File: src/rtl/iwd_pkg.sv
package iwd_pkg;
  // word geometry
  localparam int WORD_W     = 14;
  localparam int FILE_W     = 7;
  localparam int BITSEL_W   = 3;
  localparam int LIT8_W     = 8;
  localparam int LIT11_W    = 11;
  // field positions
  localparam int FILE_LSB   = 0;
  localparam int DEST_POS   = 7;
  localparam int BITSEL_LSB = 7;
  localparam int LIT_LSB    = 0;
  localparam int GROUP_LSB  = 12;
  localparam int SUBOP_LSB  = 8;
  localparam int CTL_SEL    = 11;
  // oscillator periods per instruction cycle
  localparam int PHASES     = 4;
  localparam logic [1:0] PHASE_RST  = 2'h0;
  localparam logic [1:0] PHASE_LAST = 2'h3;
  // reset value of the instruction register (an idle slot)
  localparam logic [13:0] WORD_RST  = 14'h0000;

  // instruction groups from the two top bits
  typedef enum logic [1:0]
  {
    IWD_GRP_BYTE = 2'b00,
    IWD_GRP_BIT  = 2'b01,
    IWD_GRP_JMP  = 2'b10,
    IWD_GRP_LIT  = 2'b11
  } iwd_group_t;

  // instruction classes reported outward
  typedef enum logic [1:0]
  {
    IWD_CLS_BYTE = 2'b00,
    IWD_CLS_BIT  = 2'b01,
    IWD_CLS_LCTL = 2'b10
  } iwd_class_t;
endpackage : iwd_pkg

File: src/rtl/iwd_decoder.sv
`timescale 1ns/100ps
module iwd_decoder #(
  parameter int WORD_W = iwd_pkg::WORD_W
) (
  // clock and reset
  input  wire logic        REF_CLK_I,
  input  wire logic        SRST_I,
  // instruction word from program memory
  input  wire logic [13:0] INSTR_WORD_I,
  // execution feedback for the current instruction
  input  wire logic        COND_TRUE_I,
  input  wire logic        PTR_CHANGE_I,
  // timing
  output logic [1:0]       PHASE_O,
  output logic             FETCH_O,
  output logic             IDLE_SLOT_O,
  // decoded fields
  output logic [1:0]       CLASS_O,
  output logic [5:0]       OPCODE_O,
  output logic [6:0]       FILE_ADDR_O,
  output logic             DEST_FILE_O,
  output logic [2:0]       BIT_SEL_O,
  output logic [7:0]       BIT_MASK_O,
  output logic [7:0]       LIT8_O,
  output logic [10:0]      LIT11_O,
  output logic             IS_CTL_XFER_O
);
  // refuse geometry that the fixed field split cannot serve
  if (WORD_W != 14)
  begin : g_bad_word
    $error("iwd_decoder serves 14-bit words only");
  end
  if (iwd_pkg::FILE_LSB + iwd_pkg::FILE_W != iwd_pkg::DEST_POS)
  begin : g_bad_dest
    $error("destination select must sit just above the file operand");
  end
  if (iwd_pkg::FILE_LSB + iwd_pkg::FILE_W != iwd_pkg::BITSEL_LSB)
  begin : g_bad_bitsel
    $error("bit select must sit just above the file operand");
  end
  if (iwd_pkg::BITSEL_W != 3)
  begin : g_bad_bitw
    $error("bit select must cover the eight bits of a register");
  end
  if (iwd_pkg::LIT_LSB + iwd_pkg::LIT11_W > iwd_pkg::GROUP_LSB)
  begin : g_bad_lit
    $error("long literal would overlap the group bits");
  end
  if (iwd_pkg::PHASES != 4)
  begin : g_bad_phase
    $error("an instruction cycle must span four clocks");
  end

  // one-hot mask for a bit number
  function automatic logic [7:0] bit_mask(input logic [2:0] n);
    bit_mask = 8'h01 << n;
  endfunction : bit_mask

  // true when the word belongs to the given group
  function automatic logic in_group(input logic [13:0]        w,
                                    input iwd_pkg::iwd_group_t g);
    in_group = (w[13:12] == g);
  endfunction : in_group

  // operation-select bits only; don't-care positions forced to 0
  function automatic logic [5:0] opcode_of(input logic [13:0] w);
    logic [1:0] g;
    g = w[13:12];
    case (g)
      iwd_pkg::IWD_GRP_BIT:
        opcode_of = {w[13:10], 2'h0};
      iwd_pkg::IWD_GRP_JMP:
        opcode_of = {w[13:11], 3'h0};
      iwd_pkg::IWD_GRP_LIT:
        if (!w[11])
          opcode_of = {w[13:10], 2'h0};
        else if (w[10:9] == 2'h3)
          opcode_of = {w[13:9], 1'h0};
        else
          opcode_of = w[13:8];
      default:
        opcode_of = w[13:8];
    endcase
  endfunction : opcode_of

  logic [1:0]  phase;
  logic        cycle_end;
  logic        idle_pend;
  logic        next_idle;
  logic [13:0] word;
  logic [13:0] next_word;
  logic [1:0]  grp;
  logic [1:0]  cls;
  logic [5:0]  opc;
  logic [2:0]  bsel;
  logic        is_byte;
  logic        is_bit;
  logic        is_jmp;
  logic [6:0]  next_file;
  logic        next_dest;
  logic [2:0]  next_bit_sel;
  logic [7:0]  next_bit_mask;
  logic [7:0]  next_lit8;
  logic [10:0] next_lit11;

  // four-phase instruction cycle
  iwd_phase_gen #(
    .PHASES (iwd_pkg::PHASES)
  ) u_phase (
    .clk_i       (REF_CLK_I),
    .srst_i      (SRST_I),
    .phase_o     (phase),
    .cycle_end_o (cycle_end)
  );

  // a true test or pointer change outside an idle slot turns the next cycle into an idle slot
  assign next_idle = cycle_end ? ((COND_TRUE_I | PTR_CHANGE_I) & ~idle_pend)
                               : idle_pend;
  // fetched word is replaced by an idle slot when flushed
  assign next_word = next_idle ? iwd_pkg::WORD_RST
                               : INSTR_WORD_I;

  // field split from the held word
  assign grp  = word[13:12];
  assign cls  = (grp == iwd_pkg::IWD_GRP_BYTE) ? iwd_pkg::IWD_CLS_BYTE :
                (grp == iwd_pkg::IWD_GRP_BIT)  ? iwd_pkg::IWD_CLS_BIT  :
                iwd_pkg::IWD_CLS_LCTL;
  // opcode keeps only bits that select the operation
  assign opc  = opcode_of(word);
  assign bsel = word[iwd_pkg::BITSEL_LSB +: iwd_pkg::BITSEL_W];

  // group strobes for the operand steering and the control-transfer flag
  assign is_byte = in_group(word, iwd_pkg::IWD_GRP_BYTE);
  assign is_bit  = in_group(word, iwd_pkg::IWD_GRP_BIT);
  assign is_jmp  = in_group(word, iwd_pkg::IWD_GRP_JMP);

  // operands; dest and bit fields are held at 0 outside their groups, file and literal fields pass through
  assign next_file     = word[iwd_pkg::FILE_LSB +: iwd_pkg::FILE_W];
  assign next_dest     = is_byte & word[iwd_pkg::DEST_POS];
  assign next_bit_sel  = is_bit ? bsel : 3'h0;
  assign next_bit_mask = is_bit ? bit_mask(bsel) : 8'h00;
  assign next_lit8     = word[iwd_pkg::LIT_LSB +: iwd_pkg::LIT8_W];
  assign next_lit11    = word[iwd_pkg::LIT_LSB +: iwd_pkg::LIT11_W];

  // instruction register, loaded at end of each instruction cycle
  always_ff @(posedge REF_CLK_I)
  begin
    if (SRST_I)
    begin
      word      <= iwd_pkg::WORD_RST;
      idle_pend <= 1'b0;
    end
    else if (cycle_end)
    begin
      word      <= next_word;
      idle_pend <= next_idle;
    end
  end

  // registered timing outputs
  always_ff @(posedge REF_CLK_I)
  begin
    if (SRST_I)
    begin
      PHASE_O     <= iwd_pkg::PHASE_RST;
      FETCH_O     <= 1'b0;
      IDLE_SLOT_O <= 1'b0;
    end
    else
    begin
      PHASE_O     <= phase;
      FETCH_O     <= cycle_end;
      IDLE_SLOT_O <= idle_pend;
    end
  end

  // registered group and opcode outputs
  always_ff @(posedge REF_CLK_I)
  begin
    if (SRST_I)
    begin
      CLASS_O       <= iwd_pkg::IWD_CLS_BYTE;
      OPCODE_O      <= 6'h00;
      IS_CTL_XFER_O <= 1'b0;
    end
    else
    begin
      CLASS_O       <= cls;
      OPCODE_O      <= opc;
      IS_CTL_XFER_O <= is_jmp;
    end
  end

  // registered operand outputs
  always_ff @(posedge REF_CLK_I)
  begin
    if (SRST_I)
    begin
      FILE_ADDR_O <= 7'h00;
      DEST_FILE_O <= 1'b0;
      BIT_SEL_O   <= 3'h0;
      BIT_MASK_O  <= 8'h00;
      LIT8_O      <= 8'h00;
      LIT11_O     <= 11'h000;
    end
    else
    begin
      FILE_ADDR_O <= next_file;
      DEST_FILE_O <= next_dest;
      BIT_SEL_O   <= next_bit_sel;
      BIT_MASK_O  <= next_bit_mask;
      LIT8_O      <= next_lit8;
      LIT11_O     <= next_lit11;
    end
  end
endmodule : iwd_decoder

File: src/rtl/iwd_phase_gen.sv
`timescale 1ns/100ps
// four-phase sequencer: one instruction cycle per four clock periods
module iwd_phase_gen #(
  parameter int PHASES = iwd_pkg::PHASES
) (
  // clock and reset
  input  wire logic       clk_i,
  input  wire logic       srst_i,
  // phase state
  output logic [1:0]      phase_o,
  output logic            cycle_end_o
);
  // refuse any other phase count at elaboration
  if (PHASES != 4)
  begin : g_bad_phases
    $error("iwd_phase_gen serves exactly four phases");
  end

  logic [1:0] next_phase;

  // wrap after the last phase
  assign next_phase  = (phase_o == iwd_pkg::PHASE_LAST) ?
                       iwd_pkg::PHASE_RST : phase_o + 2'h1;
  assign cycle_end_o = (phase_o == iwd_pkg::PHASE_LAST);

  // phase counter
  always_ff @(posedge clk_i)
  begin
    if (srst_i)
      phase_o <= iwd_pkg::PHASE_RST;
    else
      phase_o <= next_phase;
  end
endmodule : iwd_phase_gen

File: config.mk
export PLATFORM = sky130hd
export DESIGN_NAME = iwd_decoder
export DESIGN_NICKNAME = d
export VERILOG_FILES = /design/src/rtl/iwd_pkg.sv /design/src/rtl/iwd_decoder.sv /design/src/rtl/iwd_phase_gen.sv
export SDC_FILE = /design/constraint.sdc
export NUM_CORES = 1
export LEC_CHECK = 0
export ABC_AREA = 1
export BUFFER_PORTS_ARGS = -buffer_cell sky130_fd_sc_hd__buf_2
export CAP_MARGIN = 25
export CORE_MARGIN = 2
export CORE_UTILIZATION = 47
export DETAILED_ROUTE_END_ITERATION = 16
export PLACE_DENSITY = 0.77
export SYNTH_ARGS = -nofsm -noshare
export SYNTH_HDL_FRONTEND = slang
export SYNTH_HIERARCHICAL = 1
export SYNTH_SLANG_ARGS = --single-unit
File: constraint.sdc
create_clock -name REF_CLK_I -period 1.3 [get_ports REF_CLK_I]
set_input_delay 0.065 -clock REF_CLK_I [delete_from_list [all_inputs] [get_ports REF_CLK_I]]
set_output_delay 0.065 -clock REF_CLK_I [all_outputs]
set_load 0.005 [all_outputs]
### Word-level counts from Yosys, hierarchy flattened

Index checks and enable logic that the tools add are counted.

| cells by class | value |
|---|---|
| reductions and logical operators | 4 |
| bitwise operators | 5 |
| equality and inequality tests | 5 |
| $add $sub $neg | 1 |
| multiplexer cells | 6 |
| shift-type cells | 1 |

Operator list:

| cell | number |
|---|---|
| 2-to-1 mux 14 bit | 1 |
| case mux 4 bit (3 select lines) | 1 |
| == test 2 bit (second input constant) | 4 |
| << shifter 1 x 3 -> 8 bit (first input constant) | 1 |
| OR reduction 2 bit | 3 |
| 2-to-1 mux 4 bit | 1 |
| adder 2 x 1 -> 2 bit (second input constant) | 1 |
| bitwise AND 1 bit | 2 |
| == test 2 x 1 -> 1 bit (second input constant) | 1 |
| logical NOT 2 bit | 1 |
| 2-to-1 mux 1 bit | 2 |
| 2-to-1 mux 2 bit | 1 |
| NOT 1 bit | 2 |
| bitwise OR 1 bit | 1 |

| word-level totals | value |
|---|---|
| input port bits | 18 |
| register bits | 68 |

### Depth between registers and ports, before layout

Gate-level depths: netlist of run 1.

| depth | value |
|---|---|
| depth in word-level cells | 4 |
| gate-level depth with buffers | 7 |
| depth with buffers taken out | 6 |

### Hierarchy

The synthesis of run 1 kept the hierarchy.

Modules (own cells, without submodules):

| module | seq. area each (µm²) | cells each | area an instance (µm²) | instances |
|---|---|---|---|---|
| iwd_decoder | 1021.0 | 220 | 1745.4 | 1 |
| iwd_phase_gen | 40.0 | 9 | 75.1 | 1 |

### Worst setup path before layout of run 1

OpenSTA, ideal clock, no wires.

| timing path | value |
|---|---|
| path kind | register to register |
| start point | reg u_phase.phase_o[0] |
| end point | reg word[10] |
| clock period less this slack | 1.117 ns |
| buffers on the path | 1 |
| arrival | 1.005 ns |
| stages on the path, launching flop included | 8 |
| setup time | 0.112 ns |
| path slack | 0.183 ns |
| required time | 1.188 ns |
| path through | dfxtp_1 ha_1 inv_2 nor2_2 nand2_2 buf_6 nand2_1 nand2_1 |

| between the ends | value |
|---|---|
| word-level cells in the longest chain between the ends | 3 |

RTL lines:

| what | RTL line | text |
|---|---|---|
| start: declaration | iwd_phase_gen.sv:10 | `output logic [1:0] phase_o,` |
| start signal: assignment | iwd_phase_gen.sv:30 | `phase_o <= iwd_pkg::PHASE_RST;` |
| start signal: assignment | iwd_phase_gen.sv:32 | `phase_o <= next_phase;` |
| == test 2 bit (*) | iwd_phase_gen.sv:24 | `assign cycle_end_o = (phase_o == iwd_pkg::PHASE_LAST);` |
| named net cycle_end | iwd_decoder.sv:87 | `logic cycle_end;` |
| 2-to-1 mux 1 bit | iwd_decoder.sv:117 | `assign next_idle = cycle_end ? ((COND_TRUE_I \| PTR_CHANGE_I) & ~idle_pend)` |
| 2-to-1 mux 14 bit | iwd_decoder.sv:120 | `assign next_word = next_idle ? iwd_pkg::WORD_RST` |
| end signal: assignment | iwd_decoder.sv:150 | `word <= iwd_pkg::WORD_RST;` |
| end signal: assignment | iwd_decoder.sv:155 | `word <= next_word;` |
| end: declaration | iwd_decoder.sv:90 | `logic [13:0] word;` |

Mark *: on every way through the listed nets, which the timed path passes. The rest lies on a longest branch.
A chain may end at the register's enable or synchronous reset.

### Final worst setup path of run 1

| timing path | value |
|---|---|
| start point | reg u_phase.phase_o[0] |
| end point | reg word[13] |

Same word-level chain as after synthesis.

==> impl_metrics.py, run 1 <==
metrics = {
    "outcome": {
        "run_status": "finished clean",
    },
    "sta": {
        "tightestPinTransition_ps": 291,
        "slew_headroom_pct": 80.6,
        "setup_tns_ps": 0,
        "fmax_mhz": 857,
        "setup_violations": 0,
        "fin_crit_sh_pct": 89.7,
        "drv_slew": 0,
        "hold_violations": 0,
        "rsz0062_at_grt": "false",
        "fin_worst_skew_ps": 5.82,
        "fin_crit_ps": 1170,
    },
    "clocking": {
        "cts_buffers": 5,
        "cts.sinks": 53,
        "cts_tree": "yes",
        "cts_hold_buffers": 0,
        "clock_path_buffers": 2,
        "cts_root_buffer": "clkbuf_8",
        "clkTransAtPathRegs_ps": 90,
        "insertion_delay_ps": 300,
        "htree_levels": 2,
    },
    "power": {
        "switchingPower_uw": 670,
        "vdd_drop_max_uv": 930,
        "power_per_cell_area_mw_per_mm2": 1280,
        "p_seq_share_pct": 60.3,
        "p_comb_share_pct": 6.9,
        "p_sw_share_pct": 23.8,
        "cellInternalPower_mw": 2.14,
        "cellLeakagePower_nw": 1.25,
        "power_frac_clock_pct": 32.8,
    },
    "floorplan": {
        "start_util_pct": 49.4,
        "die_y_um": 66.2,
        "num_rows": 22,
        "die-area_sq_mm": 0.00439,
        "die_w_um": 66.2,
        "coreArea_sq_mm": 0.00369,
        "io_pins": 69,
    },
    "drt": {
        "drtPass1Iterations": 4,
        "wl_per_cell_um": 9.65,
        "drcViolationCount": 0,
        "routed-via-count": 1406,
        "wl_um": 3230,
        "avgViaCountPerCell": 4.20,
        "antenna_left": 0,
        "drtIter0Drc": 20,
    },
    "setup_path": {
        "rrSetupSlack_ps": 130,
        "path_max_fanout": 15,
        "cp_slowest_cell": "dfxtp_1",
        "worstPathCellList": "ha_2 -> inv_2 -> nor2_2 -> nand2_4 -> nand2_1 -> nand2_1",
        "worstSetupStartpointType": "flop",
        "arrival_ps": 1370,
        "max_stage_delay_ps": 360,
        "cp.required_ps": 1500,
        "endpoint_kind": "flop",
        "timing.rr.end": "word[13]",
        "crit_top_cell": "nand2_1",
        "crit_type": "reg2reg",
        "ff2ff_path_depth": 6,
        "r2r-start": "u_phase/phase_o[0]",
    },
    "finish": {
        "diodes": 0,
        "most-common-layout-cells": "buf_2, nand2_1, dfxtp_1",
        "final_common_cell": "buf_2",
        "drive_gt1_share_pct": 30.3,
        "area_growth_pct": 20.8,
        "nets": 305,
        "utilization_pct": 59.6,
    },
    "hold_path": {
        "hold_start": "INSTR_WORD_I[1]",
        "hp-class": "in2reg",
        "min_to": "word[1]",
        "hold_depth": 5,
    },
    "global_route": {
        "grt.overflow.total": 0,
        "grt_start_max_net_pins": 19,
        "track_usage_pct": 15.7,
        "grt_pass1_vias": 1280,
        "grt_pass1_wl_um": 5130,
        "antenna_found_initial": 0,
    },
    "placed_design": {
        "place_congestion": 0.741,
        "numPortBuffers": 68,
        "post-dp-hpwl_um": 2360,
    },
    "synth": {
        "synthDominantCellAreaShare_pct": 58.3,
        "netlist_area_sq_mm": 0.00182,
        "ys_types": 16,
        "synth_cells": 229,
        "yosys_warnings": 6,
        "synth_top_area_cell": "dfxtp_1",
        "ys_seq_area_share_pct": 58.3,
        "syn-num-nets": 248,
        "syn_avg_cell_area_sq_um": 7.95,
        "yosys-top-cells-area": "dfxtp_1, nand2_1, nor2_1",
        "postSynthRegisterBits": 53,
    },
    "run": {
        "maxCapViolCount": 0,
    },
}
==> critical path: cells and delay by family, from the launching register on <==
family	cells	cell delay, ps
adders and majority gates	1	240
DFF	1	360
and+or+nand+nor	4	410
buffers and inverters	1	60
==> Yosys cell counts <==
| library cell | n |
|---|---|
| nand2_1 | 57 |
| dfxtp_1 | 53 |
| nor2_1 | 47 |
| inv_1 | 40 |
| buf_4 | 15 |
| buf_2 | 3 |
| nor2_2 | 3 |
| inv_2 | 2 |
| nand2_2 | 2 |
| a21oi_2 | 1 |
| and2_1 | 1 |
| buf_6 | 1 |
| clkbuf_1 | 1 |
| ha_1 | 1 |
| nand3_1 | 1 |
| o21ai_0 | 1 |
==> metrics by stage <==
stage | cells | hold slack [ps] | total power, mW | setup WS, ps | area (sq um)
floorplan | 229 | 150 | 1.85 | 183 | 1820
global placement | 327 | 380 | 1.91 | 180 | 2090
detailed placement | 327 | 383 | 1.92 | 113 | 2090
CTS | 335 | 61.9 | 2.83 | 79.1 | 2190
global route | 335 | 86.8 | 2.94 | 13.5 | 2200
finish | 335 | 65.9 | 2.81 | 133 | 2200
==> layer usage <==
metal	up-vias	part of all wire, %	wire length, um	track usage [%]
met5	-	0	0	0
li1	747	-	-	-
met4	0	3.0	97	8.67
met3	9	6.1	196	3.58
met2	49	48	1540	27.8
met1	601	43	1400	17.1
==> cell families (layout without fill, tap and decap cells) <==
group | after synthesis | after routing | synth area share, %
DFF | 53 | 53 | 58.3
AOI/OAI and AO/OA | 2 | 2 | 0.756
and+or+nand+nor | 111 | 111 | 23.8
adders and majority gates | 1 | 1 | 0.687
buffers and inverters | 62 | 120 | 16.5
==> flip-flops by register name, summed over array words and instances, names as in the netlist, 2 cells and up <==
| signal | cells |
|---|---|
| BIT_SEL_O | 3 |
| FILE_ADDR_O | 6 |
| word | 14 |
| OPCODE_O | 6 |
| u_phase/phase_o | 2 |
| PHASE_O | 2 |
| LIT11_O | 4 |
| BIT_MASK_O | 8 |
| CLASS_O | 2 |
==> final cells by class <==
| class | instances | area [sq um] |
|---|---|---|
| Clock buffer | 5 | 68.8 |
| Clock inverter | 3 | 25.0 |
| Fill cell | 344 | 1490 |
| Inverter | 42 | 158 |
| Multi-Input combinational cell | 114 | 472 |
| Sequential cell | 53 | 1060 |
| Tap cell | 48 | 60.1 |
| Timing Repair Buffer | 70 | 355 |
==> what timing repair did <==
| action | in CTS | in global routing |
|---|---|---|
| setup endpoints to repair | 0 | 14 |
| resized for setup | 0 | 3 |
| buffers inserted | 0 | 0 |
==> power by group through the flow <==
stage               Clock (mW)  Sequential, mW  Combinational [mW]
finish                   0.921            1.69               0.194
global route              1.02            1.70               0.222
CTS                      0.947            1.69               0.191
detailed placement           0            1.73               0.190
global placement             0            1.73               0.185
floorplan                    0            1.73               0.121
==> how the worst max path moves through the flow <==
stage,cells past startpoint,slack [ps],from,endpoint
after detailed placement,6,110,u_phase/phase_o[0],word[0]
after global placement,6,180,u_phase/phase_o[0],word[0]
after floorplan,7,180,u_phase/phase_o[0],word[10]
after global routing,6,10,u_phase/phase_o[0],word[7]
final,6,130,u_phase/phase_o[0],word[13]
after CTS,6,80,u_phase/phase_o[0],word[0]
No activity file was read; power rests on OpenSTA's default activity.
==> inputs of run 2 (changes only) <==
- CORE_UTILIZATION: 47 -> 51
- PLACE_DENSITY: 0.77 -> 0.83
- clock period: 1.3 -> 1.4 ns (I/O delays scaled with it)
==> run 2 against run 1 <==
Net effect:
- clock-buffer cell count did not move
- hold slack got worse by 63 ps
- global-route usage rose by 1.1 points
- cell count rose by 3.3%
- routed wire length fell by 0.43%
- core utilization rose by 7.6 points
- flip-flop and latch count did not move
- clock power fell by 27%
- design area rose by 3.6%
- die area fell by 7.4%
- sequential power fell by 7%
==> impl_metrics.py, run 2 (synthesis gave the netlist of run 1 again) <==
metrics = {
    "sta": {
        "rsz0062_at_grt": "false",
        "timing.hold.ws_ps": 3.31,
        "tightestPinTransition_ps": 365,
        "hold_violations": 0,
        "slew_headroom_pct": 75.7,
        "worst_slack_ps": 219,
        "setup_tns_ps": 0,
        "fin_crit_sh_pct": 84.4,
        "setup_violations": 0,
        "fin_crit_ps": 1180,
        "fin_worst_skew_ps": 10.0,
        "fmax_mhz": 847,
        "drv_slew": 0,
    },
    "global_route": {
        "grt.overflow.total": 0,
        "grt_start_max_net_pins": 18,
        "grt_pass1_vias": 1262,
        "track_usage_pct": 16.8,
        "antenna_found_initial": 0,
        "grt_pass1_wl_um": 5260,
    },
    "finish": {
        "utilization_pct": 67.3,
        "reg.largest.list": "word (14), BIT_MASK_O (8)",
        "nets": 318,
        "area_growth_pct": 25.2,
        "multiInputGateArea_sq_um": 459,
        "most-common-layout-cells": "buf_2, nand2_1, dfxtp_1",
        "drive_gt1_share_pct": 28.7,
        "fill_cells": 295,
        "fin_cells": 346,
        "area.sequential_sq_mm": 0.00106,
        "top_register": "word",
        "diodes": 0,
        "largest_reg_flops": 14,
        "final_common_cell": "buf_2",
        "fin_area_sq_mm": 0.00228,
    },
    "setup_path": {
        "arrival_ps": 1460,
        "critPathTopFamily": "simple AND/OR/NAND/NOR gates",
        "crit_type": "reg2reg",
        "cp.required_ps": 1680,
        "path_max_fanout": 15,
        "max_stage_delay_ps": 380,
        "endpoint_kind": "flop",
        "worstPathCellList": "ha_1 -> inv_2 -> nor2_2 -> nand2_2 -> nand2_1 -> nand2_1",
        "crit_top_cell": "nand2_1",
        "worstSetupStartpointType": "flop",
        "cp_slowest_cell": "dfxtp_1",
        "worst-path-buf-inv": 1,
    },
    "drt": {
        "wl_um": 3220,
        "drtIter0Drc": 43,
        "drcViolationCount": 0,
        "antenna_left": 0,
        "routed-via-count": 1437,
        "wl_per_cell_um": 9.31,
        "avgViaCountPerCell": 4.15,
        "drtPass1Iterations": 4,
    },
    "floorplan": {
        "start_util_pct": 53.7,
        "die_y_um": 63.7,
        "io_pins": 69,
        "coreArea_sq_mm": 0.00339,
        "num_rows": 21,
        "die_w_um": 63.7,
        "die-area_sq_mm": 0.00406,
    },
    "placed_design": {
        "post-dp-hpwl_um": 2250,
        "place_inst": 325,
        "place_ws_ps": 234,
        "place_congestion": 0.741,
        "numPortBuffers": 68,
        "place_area_sq_mm": 0.00209,
    },
    "hold_path": {
        "hp-class": "in2reg",
    },
    "clocking": {
        "post_cts_buffers": 0,
        "cts_hold_buffers": 13,
        "insertion_delay_ps": 380,
        "cts.sinks": 53,
        "cts_resized": 0,
        "cts_buffers": 5,
        "clkTransAtPathRegs_ps": 140,
        "htree_levels": 2,
        "clock_path_buffers": 2,
        "cts_tree": "yes",
        "cts_root_buffer": "clkbuf_4",
    },
    "power": {
        "power_frac_clock_pct": 27.5,
        "p_comb_share_pct": 8.2,
        "power_per_cell_area_mw_per_mm2": 1070,
        "p_seq_share_pct": 64.3,
        "switchingPower_uw": 599,
        "power_mw": 2.45,
        "cellInternalPower_mw": 1.85,
        "vdd_drop_max_uv": 617,
        "p_sw_share_pct": 24.5,
        "cellLeakagePower_nw": 1.28,
    },
    "outcome": {
        "run_status": "finished clean",
    },
    "run": {
        "maxCapViolCount": 0,
    },
}
==> run 2: power groups by stage <==
stage	logic, mW	registers (mW)	clock network [mW]
after floorplan	0.112	1.61	0
after global placement	0.170	1.61	0
after detailed placement	0.173	1.61	0
after CTS	0.202	1.57	0.690
after global routing	0.226	1.58	0.763
final	0.202	1.57	0.672
==> run 2: path summary, 6_finish.rpt <==
path	start	slack, ps	endpoint	depth (start not counted)
max	u_phase/phase_o[0]	220	word[12]	6
min	INSTR_WORD_I[8]	3	word[8]	5
max reg2reg	u_phase/phase_o[0]	220	word[12]	6
min reg2reg	word[0]	430	FILE_ADDR_O[0]	2
==> run 2: layout make-up <==
type,count,share of cell area (%)
sequential,53,46.5
timing repair buffer,83,21.3
multi-input combinational,114,20.1
inverter,42,6.92
tap,46,2.52
clock buffer,5,1.65
clock inverter,3,0.933
==> run 2: worst reg2reg max path: cells and delay by family (launching register included) <==
family                   cells  cell delay [ps]
adder cells (fa/ha/maj)      1              220
buffers and inverters        1               50
flip-flops                   1              380
AND/OR/NAND/NOR              4              430
==> run 2: layer usage <==
layer | up-vias | global-route usage [%] | part of all wire, % | wire length, um
li1 | 775 | - | - | -
met1 | 604 | 18.8 | 44 | 1420
met2 | 49 | 29.2 | 48 | 1540
met3 | 9 | 3.52 | 5.5 | 177
met4 | 0 | 9.78 | 2.4 | 78
met5 | - | 0 | 0 | 0
